File: config.mk
export PLATFORM = sky130hd
export DESIGN_NAME = isc_slave
export DESIGN_NICKNAME = d
export VERILOG_FILES = /design/src/isc_pkg.sv /design/src/isc_slave.sv
export VERILOG_INCLUDE_DIRS = /design/src
export SDC_FILE = /design/constraint.sdc
export NUM_CORES = 1
export LEC_CHECK = 0
export BUFFER_PORTS_ARGS = -buffer_cell sky130_fd_sc_hd__buf_2
export CAP_MARGIN = 20
export CORE_ASPECT_RATIO = 2
export CORE_MARGIN = 8
export CORE_UTILIZATION = 23
export DETAILED_ROUTE_END_ITERATION = 8
export GPL_TIMING_DRIVEN = 1
export PLACE_DENSITY = 0.49
export SKIP_LAST_GASP = 1
export SLEW_MARGIN = 20
export SYNTH_ARGS = -nofsm -noshare
export SYNTH_HDL_FRONTEND = slang
export SYNTH_SLANG_ARGS = --single-unit
File: constraint.sdc
create_clock -name clock -period 3.05 [get_ports clock]
set_clock_uncertainty 0.15 [all_clocks]
set_input_delay 0.4575 -clock clock [delete_from_list [all_inputs] [get_ports clock]]
set_output_delay 0.4575 -clock clock [all_outputs]
set_load 0.01 [all_outputs]
File: src/isc_consts.svh
// Offsets, field positions, reset values and widths of the two-wire
// serial slave status/control block.
// Assumes a 32-bit Avalon-MM bus with byte addresses, one word per register.
`ifndef ISC_CONSTS_SVH
`define ISC_CONSTS_SVH

// ----------------------------------------------------------------------
// Register byte offsets
// ----------------------------------------------------------------------
`define ISC_OFF_CTL 5'h00
`define ISC_OFF_DATA 5'h04
`define ISC_OFF_ADDR 5'h08
`define ISC_OFF_ISTAT 5'h0c
`define ISC_OFF_IMASK 5'h10

// ----------------------------------------------------------------------
// Status/control byte fields
// ----------------------------------------------------------------------
`define ISC_B_TXSEL 4
`define ISC_B_ACKDRV 3
`define ISC_B_WAKEEN 1
`define ISC_CTL_RST 8'h81

// ----------------------------------------------------------------------
// Interrupt status/mask fields
// ----------------------------------------------------------------------
`define ISC_I_DONE 0
`define ISC_I_MATCH 1
`define ISC_IRQ_W 2

// ----------------------------------------------------------------------
// Bus widths and bit counts
// ----------------------------------------------------------------------
`define ISC_AW 5
`define ISC_DW 32
`define ISC_LAST_BIT 4'h7
`define ISC_BYTE_BITS 4'h8

`endif

File: src/isc_pkg.sv
// Types of the two-wire serial slave status/control block.
// Assumes isc_consts.svh is on the include path.
`include "isc_consts.svh"

package isc_pkg;

   // ----------------------------------------------------------------------
   // Bus carriers
   // ----------------------------------------------------------------------
   typedef struct packed {
      logic read;
      logic write;
      logic [`ISC_AW-1:0] address;
      logic [`ISC_DW-1:0] writedata;
   } isc_avs_req_t;

   typedef struct packed {
      logic [`ISC_DW-1:0] readdata;
      logic waitrequest;
   } isc_avs_rsp_t;

   // ----------------------------------------------------------------------
   // Link sequencer and module state
   // ----------------------------------------------------------------------
   typedef enum logic [2:0] {
      PH_IDLE, PH_ADDR, PH_ACK_ADDR, PH_RX, PH_ACK_RX, PH_TX, PH_ACK_TX,
      PH_WAIT
   } isc_phase_t;

   typedef struct packed {
      logic scl_s1;
      logic scl_s2;
      logic scl_d;
      logic sda_s1;
      logic sda_s2;
      logic sda_d;
      isc_phase_t phase;
      logic [3:0] bit_cnt;
      logic [7:0] shift;
      logic [7:0] data;
      logic [7:0] slv_addr;
      logic done;
      logic match;
      logic busy;
      logic tx_sel;
      logic ack_drv;
      logic dir;
      logic wake_en;
      logic ack_seen;
      logic sda_o;
      logic sda_oe;
      logic wake_req;
      logic [`ISC_IRQ_W-1:0] irq_status;
      logic [`ISC_IRQ_W-1:0] irq_mask;
      logic irq;
      logic waitreq;
      logic [`ISC_DW-1:0] readdata;
   } isc_state_t;

endpackage : isc_pkg

File: src/isc_slave.sv
// Two-wire serial slave with status/control flags behind Avalon-MM.
// Assumes SCL and SDA arrive unsynchronised from pins, the bus wire is
// resolved outside from sda_oe, and the master never stretches SCL.
//
// Implementation choices: the Avalon-MM interface to the registers and the register addresses.
`timescale 1ns/1ps
`include "isc_consts.svh"

module isc_slave (
   // Clock and reset
   input wire logic clock,
   input wire logic rstn,
   // Register bus
   input wire isc_pkg::isc_avs_req_t avs_req,
   output isc_pkg::isc_avs_rsp_t avs_rsp,
   // Serial link pins
   input wire logic scl_in,
   input wire logic sda_in,
   output logic sda_out,
   output logic sda_oe,
   // System requests
   output logic irq,
   output logic wake_req
);
   import isc_pkg::*;

   // Reset byte of the status/control register, read bit by bit below
   localparam logic [7:0] CTL_RST = `ISC_CTL_RST;

   isc_state_t s;
   isc_state_t n;
   logic scl_rise;
   logic scl_fall;
   logic start_det;
   logic stop_det;
   logic quiet;
   logic [7:0] rx_byte;
   logic addr_hit;
   logic ev_done;
   logic ev_match;

   // ----------------------------------------------------------------------
   // Link edge and condition detection
   // ----------------------------------------------------------------------
   // Only the second synchroniser stage and its delayed copy are looked at
   assign scl_rise = s.scl_s2 & ~s.scl_d;
   assign scl_fall = ~s.scl_s2 & s.scl_d;
   assign start_det = s.scl_s2 & s.scl_d & ~s.sda_s2 & s.sda_d;
   assign stop_det = s.scl_s2 & s.scl_d & s.sda_s2 & ~s.sda_d;
   assign quiet = ~start_det & ~stop_det;
   assign rx_byte = {s.shift[6:0], s.sda_s2};
   assign addr_hit = (rx_byte[7:1] == s.slv_addr[7:1]);

   // ----------------------------------------------------------------------
   // Next state
   // ----------------------------------------------------------------------
   always_comb begin
      n = s;
      ev_done = 1'b0;
      ev_match = 1'b0;
      n.scl_s1 = scl_in;
      n.scl_s2 = s.scl_s1;
      n.scl_d = s.scl_s2;
      n.sda_s1 = sda_in;
      n.sda_s2 = s.sda_s1;
      n.sda_d = s.sda_s2;
      n.wake_req = 1'b0;

      // Bus slave: one wait cycle, then the access takes effect
      if (!s.waitreq) begin
         n.waitreq = 1'b1;
         if (avs_req.write) begin
            unique case (avs_req.address)
               `ISC_OFF_CTL: begin
                  n.tx_sel = avs_req.writedata[`ISC_B_TXSEL];
                  n.ack_drv = avs_req.writedata[`ISC_B_ACKDRV];
                  n.wake_en = avs_req.writedata[`ISC_B_WAKEEN];
               end
               `ISC_OFF_DATA: n.data = avs_req.writedata[7:0];
               `ISC_OFF_ADDR: n.slv_addr = avs_req.writedata[7:0];
               `ISC_OFF_ISTAT: begin
                  n.irq_status = s.irq_status &
                     ~avs_req.writedata[`ISC_IRQ_W-1:0];
               end
               `ISC_OFF_IMASK: n.irq_mask = avs_req.writedata[`ISC_IRQ_W-1:0];
               default: ;
            endcase
         end else if (avs_req.read && avs_req.address == `ISC_OFF_DATA) begin
            n.done = 1'b0;
         end
      end else if (avs_req.read || avs_req.write) begin
         n.waitreq = 1'b0;
         n.readdata = 32'h0000_0000;
         if (avs_req.read) begin
            unique case (avs_req.address)
               `ISC_OFF_CTL: n.readdata[7:0] = {s.done, s.match, s.busy,
                  s.tx_sel, s.ack_drv, s.dir, s.wake_en, s.ack_seen};
               `ISC_OFF_DATA: n.readdata[7:0] = s.data;
               `ISC_OFF_ADDR: n.readdata[7:0] = s.slv_addr;
               `ISC_OFF_ISTAT: n.readdata[`ISC_IRQ_W-1:0] = s.irq_status;
               `ISC_OFF_IMASK: n.readdata[`ISC_IRQ_W-1:0] = s.irq_mask;
               default: ;
            endcase
         end
      end

      // Link sequencer; runs after the bus so hardware sets win
      if (start_det) begin
         n.phase = PH_ADDR;
         n.bit_cnt = 4'h0;
         n.busy = 1'b1;
         n.done = 1'b0;
         n.match = 1'b0;
         n.sda_oe = 1'b0;
      end else if (stop_det) begin
         n.phase = PH_IDLE;
         n.busy = 1'b0;
         n.done = 1'b1;
         n.sda_oe = 1'b0;
      end else begin
         unique case (s.phase)
            PH_IDLE, PH_WAIT: ;
            PH_ADDR, PH_RX: begin
               if (scl_rise) begin
                  n.shift = rx_byte;
                  n.bit_cnt = s.bit_cnt + 4'h1;
                  if (s.bit_cnt == 4'h0 && s.phase == PH_RX) begin
                     n.done = 1'b0;
                  end
                  if (s.bit_cnt == `ISC_LAST_BIT) begin
                     if (s.phase == PH_RX) begin
                        n.data = rx_byte;
                        n.done = 1'b1;
                        ev_done = 1'b1;
                     end else if (addr_hit) begin
                        n.match = 1'b1;
                        n.dir = rx_byte[0];
                        n.done = 1'b1;
                        ev_done = 1'b1;
                        ev_match = 1'b1;
                     end else begin
                        n.match = 1'b0;
                        n.phase = PH_WAIT;
                     end
                  end
               end else if (scl_fall && s.bit_cnt == `ISC_BYTE_BITS) begin
                  n.bit_cnt = 4'h0;
                  if (s.phase == PH_ADDR) begin
                     n.phase = PH_ACK_ADDR;
                     n.sda_oe = 1'b1;
                  end else begin
                     n.phase = PH_ACK_RX;
                     n.sda_oe = ~s.ack_drv;
                  end
               end
            end
            PH_ACK_ADDR: begin
               if (scl_fall) begin
                  n.bit_cnt = 4'h0;
                  if (s.tx_sel) begin
                     n.phase = PH_TX;
                     n.shift = s.data;
                     n.sda_oe = ~s.data[7];
                  end else begin
                     n.phase = PH_RX;
                     n.sda_oe = 1'b0;
                  end
               end
            end
            PH_ACK_RX: begin
               if (scl_fall) begin
                  n.phase = PH_RX;
                  n.sda_oe = 1'b0;
               end
            end
            PH_TX: begin
               if (scl_rise) begin
                  n.bit_cnt = s.bit_cnt + 4'h1;
                  if (s.bit_cnt == 4'h0) begin
                     n.done = 1'b0;
                  end
                  if (s.bit_cnt == `ISC_LAST_BIT) begin
                     n.done = 1'b1;
                     ev_done = 1'b1;
                  end
               end else if (scl_fall) begin
                  if (s.bit_cnt == `ISC_BYTE_BITS) begin
                     n.phase = PH_ACK_TX;
                     n.sda_oe = 1'b0;
                  end else begin
                     n.shift = {s.shift[6:0], 1'b0};
                     n.sda_oe = ~s.shift[6];
                  end
               end
            end
            PH_ACK_TX: begin
               if (scl_rise) begin
                  n.ack_seen = s.sda_s2;
               end else if (scl_fall) begin
                  // A missing acknowledge ends sending until the next START
                  if (!s.ack_seen) begin
                     n.phase = PH_TX;
                     n.bit_cnt = 4'h0;
                     n.shift = s.data;
                     n.sda_oe = ~s.data[7];
                  end else begin
                     n.phase = PH_WAIT;
                  end
               end
            end
         endcase
      end

      // Sticky events after the clear, so a same-cycle event survives
      n.irq_status[`ISC_I_DONE] = n.irq_status[`ISC_I_DONE] | ev_done;
      n.irq_status[`ISC_I_MATCH] = n.irq_status[`ISC_I_MATCH] | ev_match;
      n.irq = |(n.irq_status & n.irq_mask);
      n.wake_req = ev_match & s.wake_en;
   end

   // ----------------------------------------------------------------------
   // State register
   // ----------------------------------------------------------------------
   always_ff @(posedge clock or negedge rstn) begin
      if (!rstn) begin
         s <= '0;
         s.scl_s1 <= 1'b1;
         s.scl_s2 <= 1'b1;
         s.scl_d <= 1'b1;
         s.sda_s1 <= 1'b1;
         s.sda_s2 <= 1'b1;
         s.sda_d <= 1'b1;
         s.done <= CTL_RST[7];
         s.ack_seen <= CTL_RST[0];
         s.waitreq <= 1'b1;
      end else begin
         s <= n;
      end
   end

   assign avs_rsp.readdata = s.readdata;
   assign avs_rsp.waitrequest = s.waitreq;
   assign sda_out = s.sda_o;
   assign sda_oe = s.sda_oe;
   assign irq = s.irq;
   assign wake_req = s.wake_req;

   // ----------------------------------------------------------------------
   // Checks
   // ----------------------------------------------------------------------
   AST_BYTE_DONE: assert property (@(posedge clock) disable iff (!rstn)
      (s.phase inside {PH_RX, PH_TX} && scl_rise && quiet &&
       s.bit_cnt == 4'h7) |=> (s.done && s.irq_status[0]))
      else $error("byte end did not set done and its event");
   AST_MOVING_LOW: assert property (@(posedge clock) disable iff (!rstn)
      (s.phase inside {PH_RX, PH_TX} && scl_rise && quiet &&
       s.bit_cnt == 4'h0) |=> !s.done)
      else $error("done high while a byte moves");
   AST_START_CLR: assert property (@(posedge clock) disable iff (!rstn)
      start_det |=> (!s.done && s.phase == PH_ADDR))
      else $error("START did not clear done");
   AST_READ_CLR: assert property (@(posedge clock) disable iff (!rstn)
      (!s.waitreq && avs_req.read && avs_req.address == 5'h04 &&
       !ev_done && !stop_det) |=> !s.done)
      else $error("data read did not clear done");
   AST_STOP_SET: assert property (@(posedge clock) disable iff (!rstn)
      stop_det |=> s.done)
      else $error("STOP did not set done");
   AST_MATCH: assert property (@(posedge clock) disable iff (!rstn)
      (s.phase == PH_ADDR && scl_rise && quiet &&
       s.bit_cnt == 4'h7) |=> (s.match == $past(addr_hit)))
      else $error("address match flag wrong");
   AST_BUSY_SET: assert property (@(posedge clock) disable iff (!rstn)
      start_det |=> s.busy [*1] ##1 (s.busy || $past(stop_det)))
      else $error("busy not set by START");
   AST_BUSY_CLR: assert property (@(posedge clock) disable iff (!rstn)
      stop_det |=> !s.busy)
      else $error("busy not cleared by STOP");
   AST_TX_SEL: assert property (@(posedge clock) disable iff (!rstn)
      (s.phase == PH_ACK_ADDR && scl_fall && quiet) |=>
      (s.phase == ($past(s.tx_sel) ? PH_TX : PH_RX)))
      else $error("direction select not followed");
   AST_ACK_PHASE: assert property (@(posedge clock) disable iff (!rstn)
      (s.phase == PH_RX && scl_fall && quiet &&
       s.bit_cnt == 4'h8) |=> (s.phase == PH_ACK_RX))
      else $error("no acknowledge clock after data byte");
   AST_ACK_LEVEL: assert property (@(posedge clock) disable iff (!rstn)
      (s.phase == PH_RX && scl_fall && quiet &&
       s.bit_cnt == 4'h8) |=> (s.sda_oe == !$past(s.ack_drv)))
      else $error("acknowledge drive does not follow control bit");
   AST_DIR: assert property (@(posedge clock) disable iff (!rstn)
      ev_match |=> (s.dir == $past(s.sda_s2)))
      else $error("read/write bit not captured");
   AST_ACK_SEEN: assert property (@(posedge clock) disable iff (!rstn)
      (s.phase == PH_ACK_TX && scl_rise && quiet) |=>
      (s.ack_seen == $past(s.sda_s2)))
      else $error("received acknowledge not stored");
   AST_MATCH_IRQ: assert property (@(posedge clock) disable iff (!rstn)
      (ev_match && s.irq_mask[1]) |=> (s.irq_status[1] && s.irq))
      else $error("match did not raise interrupt");
   AST_WAKE: assert property (@(posedge clock) disable iff (!rstn)
      (ev_match && s.wake_en) |=> wake_req)
      else $error("match did not request wake-up");
   AST_RO: assert property (@(posedge clock) disable iff (!rstn)
      (!s.waitreq && avs_req.write && avs_req.address == 5'h00 && quiet &&
       !scl_rise && !ev_done && !ev_match) |=>
      (s.done == $past(s.done) &&
       s.tx_sel == $past(avs_req.writedata[`ISC_B_TXSEL])))
      else $error("control write misbehaved");

endmodule : isc_slave

==> results.json <==
{
  "ctsHoldBuffers": 0,
  "antenna_found_initial": 0,
  "r2r_setup_slack_ns": 0.69,
  "numPortBuffers": 30,
  "regArea_sq_um": 1510,
  "fmax_ghz": 0.423,
  "rows": 63,
  "post_drt_wl_per_cell_um": 16.9,
  "post_cts_buffers": 0,
  "cts_buffers": 9,
  "syn-cell-area_sq_um": 3440,
  "seq_area_frac_synth": 0.440,
  "syn_avg_cell_area_sq_um": 10.0,
  "place_hpwl_mm": 7.44,
  "htree_levels": 3,
  "gr-total-overflow": 0,
  "synthesis.instances": 342,
  "layout.nets": 412,
  "drc_errors": 0,
  "gr-usage-all-layers": 0.103,
  "coreArea_sq_um": 14700,
  "synth_top_area_share": 0.371,
  "cp_slowest_cell": "dfrtp_1",
  "grt_first_pass_wirelength_mm": 14.9,
  "antenna_left": 0,
  "ys_dominant_reg_cell": "dfrtp_1",
  "dp_slack_ns": 0.692,
  "synth_top_area_cell": "dfrtp_1",
  "start_util": 0.233,
  "synth_edf_count": 0,
  "cts_buffer_depth": 2,
  "clock_latency_ns": 0.33,
  "hold-worst-slack_ns": -0.0137,
  "crit_arrival_ns": 2.42,
  "cellLeakagePower_nw": 1.83,
  "die_y_um": 189,
  "drv_cap": 0,
  "yosysWarnings": 0,
  "viasPerCell": 4.58,
  "fin_crit_sh": 0.775,
  "grt_start_max_net_pins": 25,
  "die_area_sq_um": 19300,
  "required_ns": 3.11,
  "clkSinkCount": 60,
  "vias": 2598,
  "max-vdd-ir-drop_mv": 0.302,
  "setup_ws_ns": 0.685,
  "worstMarginPinSlew_ns": 0.800,
  "end_kind": "flop",
  "violations": "hold timing",
  "start_kind": "flop",
  "pin_count": 80,
  "clockRootBuffer": "clkbuf_16",
  "setup_viol": 0,
  "crit_chain": "or2_1, o221ai_2, and2_4, a311oi_4, mux2_1",
  "grt_pass1_vias": 2718,
  "critPathBufInv": 0,
  "cpPeakStageDelay_ns": 0.70,
  "gp_congestion": 0.817,
  "multiInputGateArea_sq_um": 1670,
  "post_cts_resized": 0,
  "fillers": 1552,
  "ys_top_cells_by_area": "dfrtp_1 (37%), buf_4 (7.6%), dfstp_2 (6.9%), mux2_2 (4.9%), mux2i_1 (4.7%)",
  "critical_path_peak_fanout": 17,
  "hp-class": "in -> async",
  "maxSlewHeadroom": 0.463,
  "drt_pass1_iterations": 5,
  "ys_seq_elements": 60,
  "path_delay_family": "flip-flops",
  "drive_gt1_frac": 0.234,
  "report.final.slew_viol_count": 0,
  "area_growth_syn_to_layout_pct": 14.6,
  "status": "finished with violations",
  "hold_viol_final": 18,
  "clkTransAtPathRegs_ns": 0.05,
  "critPathKind": "reg -> reg",
  "rsz0062_at_grt": "false",
  "synth.distinct_cells": 58,
  "antennaDiodeCount": 0,
  "die_w_um": 102,
  "cts_tree": "done",
  "power_density_nw_per_um2": 783,
  "fin_setup_tns_ns": 0,
  "period_minus_slack_ns": 2.36,
  "detail_route.iter0.violations": 205,
  "async_reset_ff_frac": 1.00,
  "wl_mm": 9.56
}
==> logic make-up (layout without fill, tap and decap cells) <==
| logic type | count (synthesis) | in the layout | synth area share |
|---|---|---|---|
| simple gates | 102 | 102 | 0.157 |
| buf+inv | 56 | 62 | 0.101 |
| xor+xnor | 8 | 8 | 0.0204 |
| compound gates | 78 | 78 | 0.157 |
| fa+ha+maj | 2 | 2 | 0.00728 |
| other cells | 1 | 25 | 0.00109 |
| flops | 60 | 60 | 0.440 |
| mux | 35 | 35 | 0.115 |
==> state kept, by name, indices dropped and copies added, names as in the netlist <==
signal,cells
avs_rsp,9
irq,1
n,4
rx_byte,7
s,37
sda_oe,1
wake_req,1
==> worst register-to-register path, delay by kind of cell (launching register included) <==
family / cells / cell delay, ns
AO/OA/AOI/OAI: 2 / 0.49
flip-flops: 1 / 0.70
multiplexers: 1 / 0.36
AND/OR/NAND/NOR: 2 / 0.54
==> cells in the mapped netlist, types with 2 or more instances <==
cell      number
and3b_1        3
nor2_1        15
xnor2_1        3
a22oi_1        8
nand2b_1       2
mux2_1         2
mux2i_1       16
inv_1          7
a21o_1         3
and2_1         2
dfstp_2        9
ha_1           2
a22o_1         8
buf_4         35
o21ai_0       21
a21oi_1       13
nor2b_1        8
o21ai_1        5
buf_2          5
dfrtp_1       51
nand4_1        9
o211ai_1       3
xor2_1         5
nand2_1       37
nor3_2         2
nand3b_1       2
clkbuf_1       8
mux2_2        15
mux4_2         2
nand3_1       11
a31oi_1        2
nor3b_1        2
==> report_power, final <==
group          switching [W]  total (W)  internal (W)
sequential          0.000246    0.00120      0.000955
combinational       0.000533   0.000952      0.000419
clock               0.000361   0.000930      0.000569
total                0.00114    0.00308       0.00194
==> final cells by class <==
cell class                      instances  share of cell area
Clock buffer                           12              0.0626
Clock inverter                          4             0.00635
Inverter                                7             0.00667
Multi-Input combinational cell        250               0.423
Sequential cell                        60               0.384
Tap cell                              195              0.0619
Timing Repair Buffer                   39              0.0553
==> layout by cell type (no fill, tap or decap), types with 11 or more instances in the layout <==
master	instances
buf_2	30
o21ai_0	21
a21oi_1	13
nand3_1	11
mux2_2	15
dfrtp_1	51
mux2i_1	16
nand2_1	37
nor2_1	15
conb_1	25
==> final timing paths <==
path / depth (start not counted) / endpoint / start
setup / recovery: 5 / s[78] / s[78]
hold / removal: 1 / s[74] / rstn
setup reg to reg: 5 / s[78] / s[78]
hold reg to reg: 0 / n[80] / n[81]
max in group asynchronous: 2 / s[56] / rstn
min in group clock: 1 / n[81] / sda_in
==> per-layer routing <==
metal  up-vias  track usage  wire [um]
li1       1214            -          -
met1      1285       0.0879       3070
met2        81        0.204       5720
met3        18       0.0195        399
met4         0       0.0655        369
met5         -            0          0
==> per-stage QoR <==
stage | hold slack, ns | total power, W | util | instance area, sq um | std cells
final | -0.0137 | 0.00308 | 0.267 | 3940 | 567
after global routing | 0.0332 | 0.00329 | 0.267 | 3940 | 567
after CTS | 0.0125 | 0.00311 | 0.267 | 3940 | 567
after detailed placement | 0.197 | 0.00217 | 0.249 | 3670 | 551
after global placement | 0.198 | 0.00214 | 0.249 | 3670 | 551
after floorplan | 0.0119 | 0.00190 | - | 3530 | 366
Note: power is estimated with default switching activity, not from simulation.
